## config.mk

```make
export PLATFORM = sky130hd
export DESIGN_NAME = pcgpio_port
export DESIGN_NICKNAME = d
export VERILOG_FILES = /design/src/pcgpio_pkg.sv /design/src/pcgpio_port.sv /design/src/pcgpio_sync.sv
export SDC_FILE = /design/constraint.sdc
export NUM_CORES = 1
export LEC_CHECK = 0
export BUFFER_PORTS_ARGS = -buffer_cell sky130_fd_sc_hd__buf_4
export CELL_PAD_IN_SITES_DETAIL_PLACEMENT = 0
export CELL_PAD_IN_SITES_GLOBAL_PLACEMENT = 1
export CORE_MARGIN = 2
export CORE_UTILIZATION = 42
export DETAILED_ROUTE_END_ITERATION = 10
export PLACE_DENSITY = 0.86
export SETUP_SLACK_MARGIN = 0.02
export SYNTH_ARGS = -nofsm -noshare
export SYNTH_HDL_FRONTEND = slang
export SYNTH_SLANG_ARGS = --single-unit
```

## constraint.sdc

```tcl
create_clock -name clk_i -period 5.1 [get_ports clk_i]
set_input_delay 0.51 -clock clk_i [delete_from_list [all_inputs] [get_ports clk_i]]
set_output_delay 0.51 -clock clk_i [all_outputs]
set_load 0.005 [all_outputs]
```

## src/pcgpio_pkg.sv

```systemverilog
package pcgpio_pkg;
  localparam int          ADDR_W         = 12;
  localparam int          DATA_W         = 32;
  localparam int          PIN_COUNT      = 8;
  localparam int          SYNC_STAGES    = 2;

  // byte addresses of the three registers
  localparam logic [11:0] OFS_ID         = 12'h430;
  localparam logic [11:0] OFS_DATA       = 12'h434;
  localparam logic [11:0] OFS_CTRL       = 12'h438;

  // identification word layout
  localparam int          ID_DEV_LSB     = 16;
  localparam int          ID_REV_LSB     = 0;

  // data word layout
  localparam int          DATA_LEVEL_LSB = 0;
  localparam int          DATA_STATE_LSB = 8;

  // control word layout
  localparam int          CTRL_DIR_LSB   = 0;
  localparam int          CTRL_MODE_LSB  = 8;
  localparam int          CTRL_PULL_LSB  = 16;

  // reset values
  localparam logic [7:0]  LEVEL_RESET    = 8'h00;
  localparam logic [7:0]  DIR_RESET      = 8'h00;
  localparam logic [7:0]  MODE_RESET     = 8'h00;
  localparam logic [7:0]  PULL_RESET     = 8'h00;
  localparam logic [31:0] RDATA_RESET    = 32'h0000_0000;
endpackage : pcgpio_pkg

```

## src/pcgpio_port.sv

```systemverilog
// What this block does
// identification upper half returns the device identifier, read only
// identification lower half returns the silicon revision identifier, read only
// data bits 15..8 report sampled pin levels, bit n for pin n
// data bits 7..0 hold output levels, 0 drives low, 1 drives high
// level writes affect only output pins; input pin bits keep their value
// reading an output pin's level bit returns the last written value
// control bits 7..0 set direction, 0 input, 1 output
// control bits 15..8 select normal or weak pull mode
// control bits 23..16 select pull down (0) or pull up (1)
// weak pull active only when mode bit and direction bit are both 1
// control resets to zero; bits 31..24 reserved, read as zero
// output levels reset to zero; data bits 31..16 reserved, read only
// pin inputs pass a two-stage synchroniser before being reported
`timescale 1ns/100ps
module pcgpio_port #(
  // arbitrary identification values, not tied to any real part
  parameter logic [15:0] DEVICE_IDENTIFIER   = 16'h5a01,
  parameter logic [15:0] REVISION_IDENTIFIER = 16'h0001
) (
  input  wire logic        clk_i,
  input  wire logic        reset_n_i,
  input  wire logic [11:0] reg_addr_i,
  input  wire logic        reg_wr_i,
  input  wire logic        reg_rd_i,
  input  wire logic [31:0] reg_wdata_i,
  output logic      [31:0] reg_rdata_o,
  output logic             reg_rvalid_o,
  input  wire logic [7:0]  io_pin_i,
  output logic      [7:0]  io_pin_o,
  output logic      [7:0]  io_pin_oe_o,
  output logic      [7:0]  pull_up_en_o,
  output logic      [7:0]  pull_down_en_o
);

  function automatic logic [7:0] pick_byte(input logic [31:0] word, input int lsb);
    pick_byte = word[lsb +: 8];
  endfunction : pick_byte

  logic        rst_n;
  logic [7:0]  pin_state;
  logic [7:0]  pin_direction_reg;
  logic [7:0]  weak_pull_mode_reg;
  logic [7:0]  pull_direction_reg;
  logic [7:0]  output_level_reg;
  logic [7:0]  output_level_next;
  logic [7:0]  pull_up_next;
  logic [7:0]  pull_down_next;
  logic [31:0] rdata_next;
  logic        hit_id;
  logic        hit_data;
  logic        hit_ctrl;
  logic        wr_data;
  logic        wr_ctrl;
  logic [31:0] id_word;
  logic [31:0] data_word;
  logic [31:0] ctrl_word;

  // reset is asserted at once but released in step with the clock
  pcgpio_sync #(
    .WIDTH (1)
  ) u_reset_sync (
    .clk_i     (clk_i),
    .reset_n_i (reset_n_i),
    .d_i       (1'b1),
    .q_o       (rst_n)
  );

  // pins are asynchronous to this clock
  pcgpio_sync #(
    .WIDTH (pcgpio_pkg::PIN_COUNT)
  ) u_pin_sync (
    .clk_i     (clk_i),
    .reset_n_i (rst_n),
    .d_i       (io_pin_i),
    .q_o       (pin_state)
  );

  assign hit_id   = (reg_addr_i == pcgpio_pkg::OFS_ID);
  assign hit_data = (reg_addr_i == pcgpio_pkg::OFS_DATA);
  assign hit_ctrl = (reg_addr_i == pcgpio_pkg::OFS_CTRL);
  // the identification register has no write path at all
  assign wr_data  = reg_wr_i && hit_data;
  assign wr_ctrl  = reg_wr_i && hit_ctrl;

  assign id_word   = {DEVICE_IDENTIFIER, REVISION_IDENTIFIER};
  assign data_word = {16'h0000, pin_state, output_level_reg};
  assign ctrl_word = {8'h00, pull_direction_reg, weak_pull_mode_reg,
                      pin_direction_reg};

  // input pins keep their stored level so a later turn to output is glitch free
  assign output_level_next =
    (pick_byte(reg_wdata_i, pcgpio_pkg::DATA_LEVEL_LSB) & pin_direction_reg) |
    (output_level_reg & ~pin_direction_reg);

  assign pull_up_next   = weak_pull_mode_reg & pin_direction_reg &
                          pull_direction_reg;
  assign pull_down_next = weak_pull_mode_reg & pin_direction_reg &
                          ~pull_direction_reg;

  // unmapped addresses read as zero
  assign rdata_next = hit_id   ? id_word   :
                      hit_data ? data_word :
                      hit_ctrl ? ctrl_word :
                      32'h0000_0000;

  always_ff @(posedge clk_i or negedge rst_n)
  begin
    if (!rst_n)
      output_level_reg <= pcgpio_pkg::LEVEL_RESET;
    else if (wr_data)
      output_level_reg <= output_level_next;
  end

  // reserved bits 31..24 are not stored
  always_ff @(posedge clk_i or negedge rst_n)
  begin
    if (!rst_n)
    begin
      pin_direction_reg  <= pcgpio_pkg::DIR_RESET;
      weak_pull_mode_reg <= pcgpio_pkg::MODE_RESET;
      pull_direction_reg <= pcgpio_pkg::PULL_RESET;
    end
    else if (wr_ctrl)
    begin
      pin_direction_reg  <= pick_byte(reg_wdata_i, pcgpio_pkg::CTRL_DIR_LSB);
      weak_pull_mode_reg <= pick_byte(reg_wdata_i, pcgpio_pkg::CTRL_MODE_LSB);
      pull_direction_reg <= pick_byte(reg_wdata_i, pcgpio_pkg::CTRL_PULL_LSB);
    end
  end

  // pull enables lag the control write by one cycle
  always_ff @(posedge clk_i or negedge rst_n)
  begin
    if (!rst_n)
    begin
      pull_up_en_o   <= 8'h00;
      pull_down_en_o <= 8'h00;
    end
    else
    begin
      pull_up_en_o   <= pull_up_next;
      pull_down_en_o <= pull_down_next;
    end
  end

  always_ff @(posedge clk_i or negedge rst_n)
  begin
    if (!rst_n)
    begin
      reg_rdata_o  <= pcgpio_pkg::RDATA_RESET;
      reg_rvalid_o <= 1'b0;
    end
    else
    begin
      reg_rdata_o  <= reg_rd_i ? rdata_next : reg_rdata_o;
      reg_rvalid_o <= reg_rd_i;
    end
  end

  assign io_pin_o    = output_level_reg;
  assign io_pin_oe_o = pin_direction_reg;
endmodule : pcgpio_port

```

## src/pcgpio_sync.sv

```systemverilog
`timescale 1ns/100ps
module pcgpio_sync #(
  parameter int WIDTH = 1
) (
  input  wire logic             clk_i,
  input  wire logic             reset_n_i,
  input  wire logic [WIDTH-1:0] d_i,
  output logic      [WIDTH-1:0] q_o
);
  logic [WIDTH-1:0] stage1_reg;

  if (WIDTH < 1)
  begin : g_width_check
    $error("pcgpio_sync: WIDTH must be at least 1");
  end

  // stage1_reg feeds only the second flop
  always_ff @(posedge clk_i or negedge reset_n_i)
  begin
    if (!reset_n_i)
    begin
      stage1_reg <= '0;
      q_o        <= '0;
    end
    else
    begin
      stage1_reg <= d_i;
      q_o        <= stage1_reg;
    end
  end
endmodule : pcgpio_sync

```

* Word-level counts from Yosys, hierarchy flattened
Index checks and enable logic that the tools add are counted.
Storage, ports and cells: flip-flop bits (word level) 99, input port bits 56, output and inout bits 65, word-level logic and storage cells 28
Cells by class: equal/unequal tests 3, multiplexer cells 3, bitwise operators 8, reductions and logical operators 2
Operators by type and width (count):
- 24-bit 2-to-1 mux | 2
- 8-bit bitwise AND | 5
- 12-bit by 11-bit == test with 1-bit output, second input constant | 3
- 31-bit 2-to-1 mux | 1
- 8-bit NOT | 2
- 8-bit OR | 1
- 1-bit logical AND | 2

* Logic depth before layout (Yosys ltp)
word-level depth 4, gate-level depth with buffers 5, depth with buffers taken out 3

* Hierarchy
From an unflattened synthesis, not the netlist that was laid out.
Unflattened totals: cell total of the unflattened synthesis 270, area, all modules 3595.9 sq um
Modules (own cells, without submodules):
- pcgpio_port | times used 1, cells each 252, area an instance 3145.5 sq um
- pcgpio_sync at u_pin_sync | times used 1, cells each 16, area an instance 400.4 sq um
- pcgpio_sync at u_reset_sync | times used 1, cells each 2, area an instance 50.0 sq um

* Least setup slack after synthesis
No wires, ideal clock.
path kind input to register, start point input port reg_addr_i[7], end point register pull_direction_reg[1], data arrival time 2.022 ns, required time 4.975 ns, slack 2.953 ns, stages on the path 4, buffers on the path 1, path through or4_4 -> nor4_4 -> buf_6 -> mux2_2
Between the ends: word-level cells in the longest chain between the ends 2
Ends and longest elaborated chain:
- start: declaration | RTL line pcgpio_port.sv:23 | input wire logic [11:0] reg_addr_i,
- 12-bit by 11-bit == test with 1-bit output | RTL line pcgpio_port.sv:81 | assign hit_ctrl = (reg_addr_i == pcgpio_pkg::OFS_CTRL);
- 1-bit logical AND | RTL line pcgpio_port.sv:84 | assign wr_ctrl = reg_wr_i && hit_ctrl;
- end signal: assignment | RTL line pcgpio_port.sv:122 | pull_direction_reg <= pcgpio_pkg::PULL_RESET;
- end signal: assignment | RTL line pcgpio_port.sv:128 | pull_direction_reg <= pick_byte(reg_wdata_i, pcgpio_pkg::CTRL_PULL_LSB);
- end: declaration | RTL line pcgpio_port.sv:44 | logic [7:0] pull_direction_reg;
No other way between the ends. A chain may end at the register's enable or synchronous reset.

* Worst setup path in the final report
start point input port reg_addr_i[11], end point register pull_direction_reg[2]
The elaborated chain is that of the path after synthesis.

==> summary.md <==
| Metric | Value |
|---|---|
| Antenna-violating nets left | `0` |
| Setup WS pre-CTS | `roughly 1.9 ns` |
| Via count | `about 2300` |
| Crit path launch type | `input port` |
| Status | `finished, final reports clean` |
| RSZ-0062 raised after global routing | `false` |
| Grt total ovfl | `0` |
| WL final | `between 7000 and 8000 um` |
| Area delta synth->final | `31.2%` |
| Peak VDD IR | `about 0.17 mV` |
| Cell Area, Placed | `4330 um2` |
| 1st-iter DRT viols | `28` |
| Kind of critical path | `in2reg` |
| Ports | `about 120` |
| CP max FO | `13` |
| Synth Area in Simple Gates | `0.123` |
| Final worst slack | `around 2.3 ns` |
| Max Slew Vio Count | `0` |
| EDFF count, synth | `0` |
| CTS sink cnt | `92` |
| TritonRoute pass-1 iters | `4` |
| Switching Power | `between 200 and 300 uW` |
| Slew headroom | `0.265` |
| Combinational share of power | `0.036` |
| Data required, critical path | `between 5 and 6 ns` |
| Final worst-path cycle share | `0.553` |
| Post-Synth Adder-Cell Area | `0` |
| Post-cts sizing count | `0` |
| Async S/R FF share, synth | `1.00` |
| DRC | `0` |
| Part of the Yosys area used for sequential elements | `0.663` |
| Root Buffer | `clkbuf_8` |
| Crit path arrival time | `slightly above 3 ns` |
| # rows | `33` |
| Combinational family with the most area after synthesis | `simple AND/OR/NAND/NOR gates` |
| Vias per cell | `about 5.0` |
| Post-route cell area | `around 4600 um2` |
| Setup violators final | `0` |
| First-pass GRT wire length | `between 10000 and 15000 um` |
| Measured slew at the worst slew-check pin | `around 1.1 ns` |
| Antenna violations before repair | `0` |
| Post-synth cell types | `26` |
| Fin. Hold Viols | `0` |
| Setup TNS | `0 ns` |
| Leakage power | `roughly 0.0024 uW` |
| Setup crit end kind | `flop` |
| XOR/XNOR share of the synthesized area | `0` |
| GPL Wtd Cong | `between 0.7 and 0.8` |
| Share of cells above drive strength 1 | `0.458` |
| Avg Cell Area, Syn | `about 14 um2` |
| Max reg flops | `25` |
| Die Height | `about 95 um` |
| Compound-Gate Fraction of Synth Area | `0.0710` |
| Gate Count Post-Synth | `242` |
| Top reg by flops | `reg_rdata_o` |
| Synthesized flop and latch total | `around 90` |
| Die Wd | `between 90 and 100 um` |
| WL per Instance | `16.6 um` |
| Diode count | `0` |
| Tot GR Track Use | `0.174` |
| CTS clk-pin slew, worst paths | `~0.09 ns` |
| Syn. warnings | `0` |
| P_int | `about 1000 uW` |
| Skew-Pair Late Insertion Delay | `about 0.35 ns` |
| Final Skew | `0.00917 ns` |
| Clk network pwr share | `0.396` |
| Longest Clk Path Bufs | `2` |
| Pwr/cell area | `around 290 nW/um2` |
| Synth Flop Type | `dfrtp_1` |
| Final #Nets | `405` |
| Tmin final | `approximately 2.8 ns` |
| Sequential Power Share | `0.568` |
| H-tree levels | `3` |
| Initial Utilization | `0.427` |
| Core area | `8130 um2` |
| Die area | `9010 um2` |
| Vias in the first global route | `roughly 2300` |
| HPWL Detailed | `between 5000 and 6000 um` |
| Worst hold margin | `roughly 0.26 ns` |
| Hold crit path type | `in2reg` |
| Mapped cell area | `roughly 3500 um2` |
| Port bufs | `between 100 and 150` |
| Core Util, Final | `0.560` |
| Max Freq | `0.354 GHz` |
| Largest net degree at the start of global routing | `between 90 and 100` |
| CTS tree | `done` |
| Post-synthesis mux area share | `0.104` |
| CTS Buf Count | `9` |
| Total of max-cap violations | `0` |
| Sw Ratio | `0.213` |
## worst max-delay path, cell delays in order
cell and delay [ns]:
buf_4 0.11, nand4b_1 0.68, nor4_4 1.02, buf_4 0.37, mux2_2 0.36
## cells in the mapped netlist (2+ instances only)
master,count,area share
buf_2,2,0.0029
a22o_1,10,0.025
a221o_1,15,0.043
nor2b_1,16,0.029
dfrtp_1,92,0.66
nor3_1,3,0.0043
nand3b_1,3,0.0065
clkbuf_1,5,0.0054
nor2_1,8,0.0086
buf_6,3,0.0097
nor4_1,8,0.014
and3_1,8,0.014
nand2_1,16,0.017
nor4_4,2,0.012
mux2_2,31,0.10
buf_4,8,0.017
inv_1,2,0.0022
conb_1,2,0.0022
## cells in the final DEF (no fill, tap or decap), drive strengths merged, types with 5 or more instances in the layout
master,count
and3,8
a221o,15
nor2b,16
dfrtp,92
nand2,16
buf,110
nor4,11
conb,5
a22o,10
nor2,8
clkbuf,10
mux2,32
## repair_timing
action,4_1_cts,5_1_grt
endpoints found under the hold margin,2,0
hold buffers,1,0
buffers inserted,0,0
## power groups by stage
stage | clock network, uW | logic [uW] | registers [uW]
3_5_place_dp | 0 | 47.1 | 769
2_1_floorplan | 0 | 13.8 | 764
3_3_place_gp | 0 | 46.2 | 768
6_report | 524 | 47.3 | 753
5_1_grt | 569 | 51.1 | 757
4_1_cts | 538 | 47.8 | 754
## area by class of cell
type                    count  area [um2]
repair buffers            111         836
clock inverters             6        87.6
inverters                   2        7.51
well taps                 105         131
clock buffers              10         128
multi-input cells         133        1060
flip-flops and latches     92        2310
fillers                   681        3580
## kinds of logic (layout without fill, tap and decap cells)
group	count (synthesis)	count (layout)
simple gates	70	70
other cells	2	5
compound gates	26	26
flops	92	92
mux	32	32
buf+inv	20	129
## routing by layer
metal / global-route usage / up-vias / part of all wire / routed length [um]
met2: 0.270 / 83 / 0.49 / 3700
met3: 0.0359 / 11 / 0.062 / 468
met1: 0.237 / 1156 / 0.44 / 3330
met5: 0 / - / 0 / 0
met4: 0.0749 / 0 / 0.014 / 109
li1: - / 1067 / - / -
## per-stage QoR
step / cells / power, uW
after global placement: 442 / 814
after global routing: 459 / 1380
after CTS: 459 / 1340
after floorplan: 245 / 778
final: 459 / 1320
after detailed placement: 442 / 816
## path summary, 6_finish.rpt
kind | from | cells after the start | end | slack (ns)
min in group asynchronous | reset_n_i | 2 | u_reset_sync.q_o | 0.47
worst max register to register | io_pin_oe_o[6] | 3 | flop | 3.81
max in group asynchronous | u_reset_sync.q_o | 0 | pull_down_en_o[0] | 3.86
worst min register to register | u_pin_sync.stage1_reg[6] | 0 | u_pin_sync.q_o[6] | 0.35
worst min-delay path | io_pin_i[2] | 1 | u_pin_sync.stage1_reg[2] | 0.26
worst max-delay path | reg_addr_i[11] | 5 | pull_direction_reg[2] | 2.28
Power figures use the tool's default switching activity.
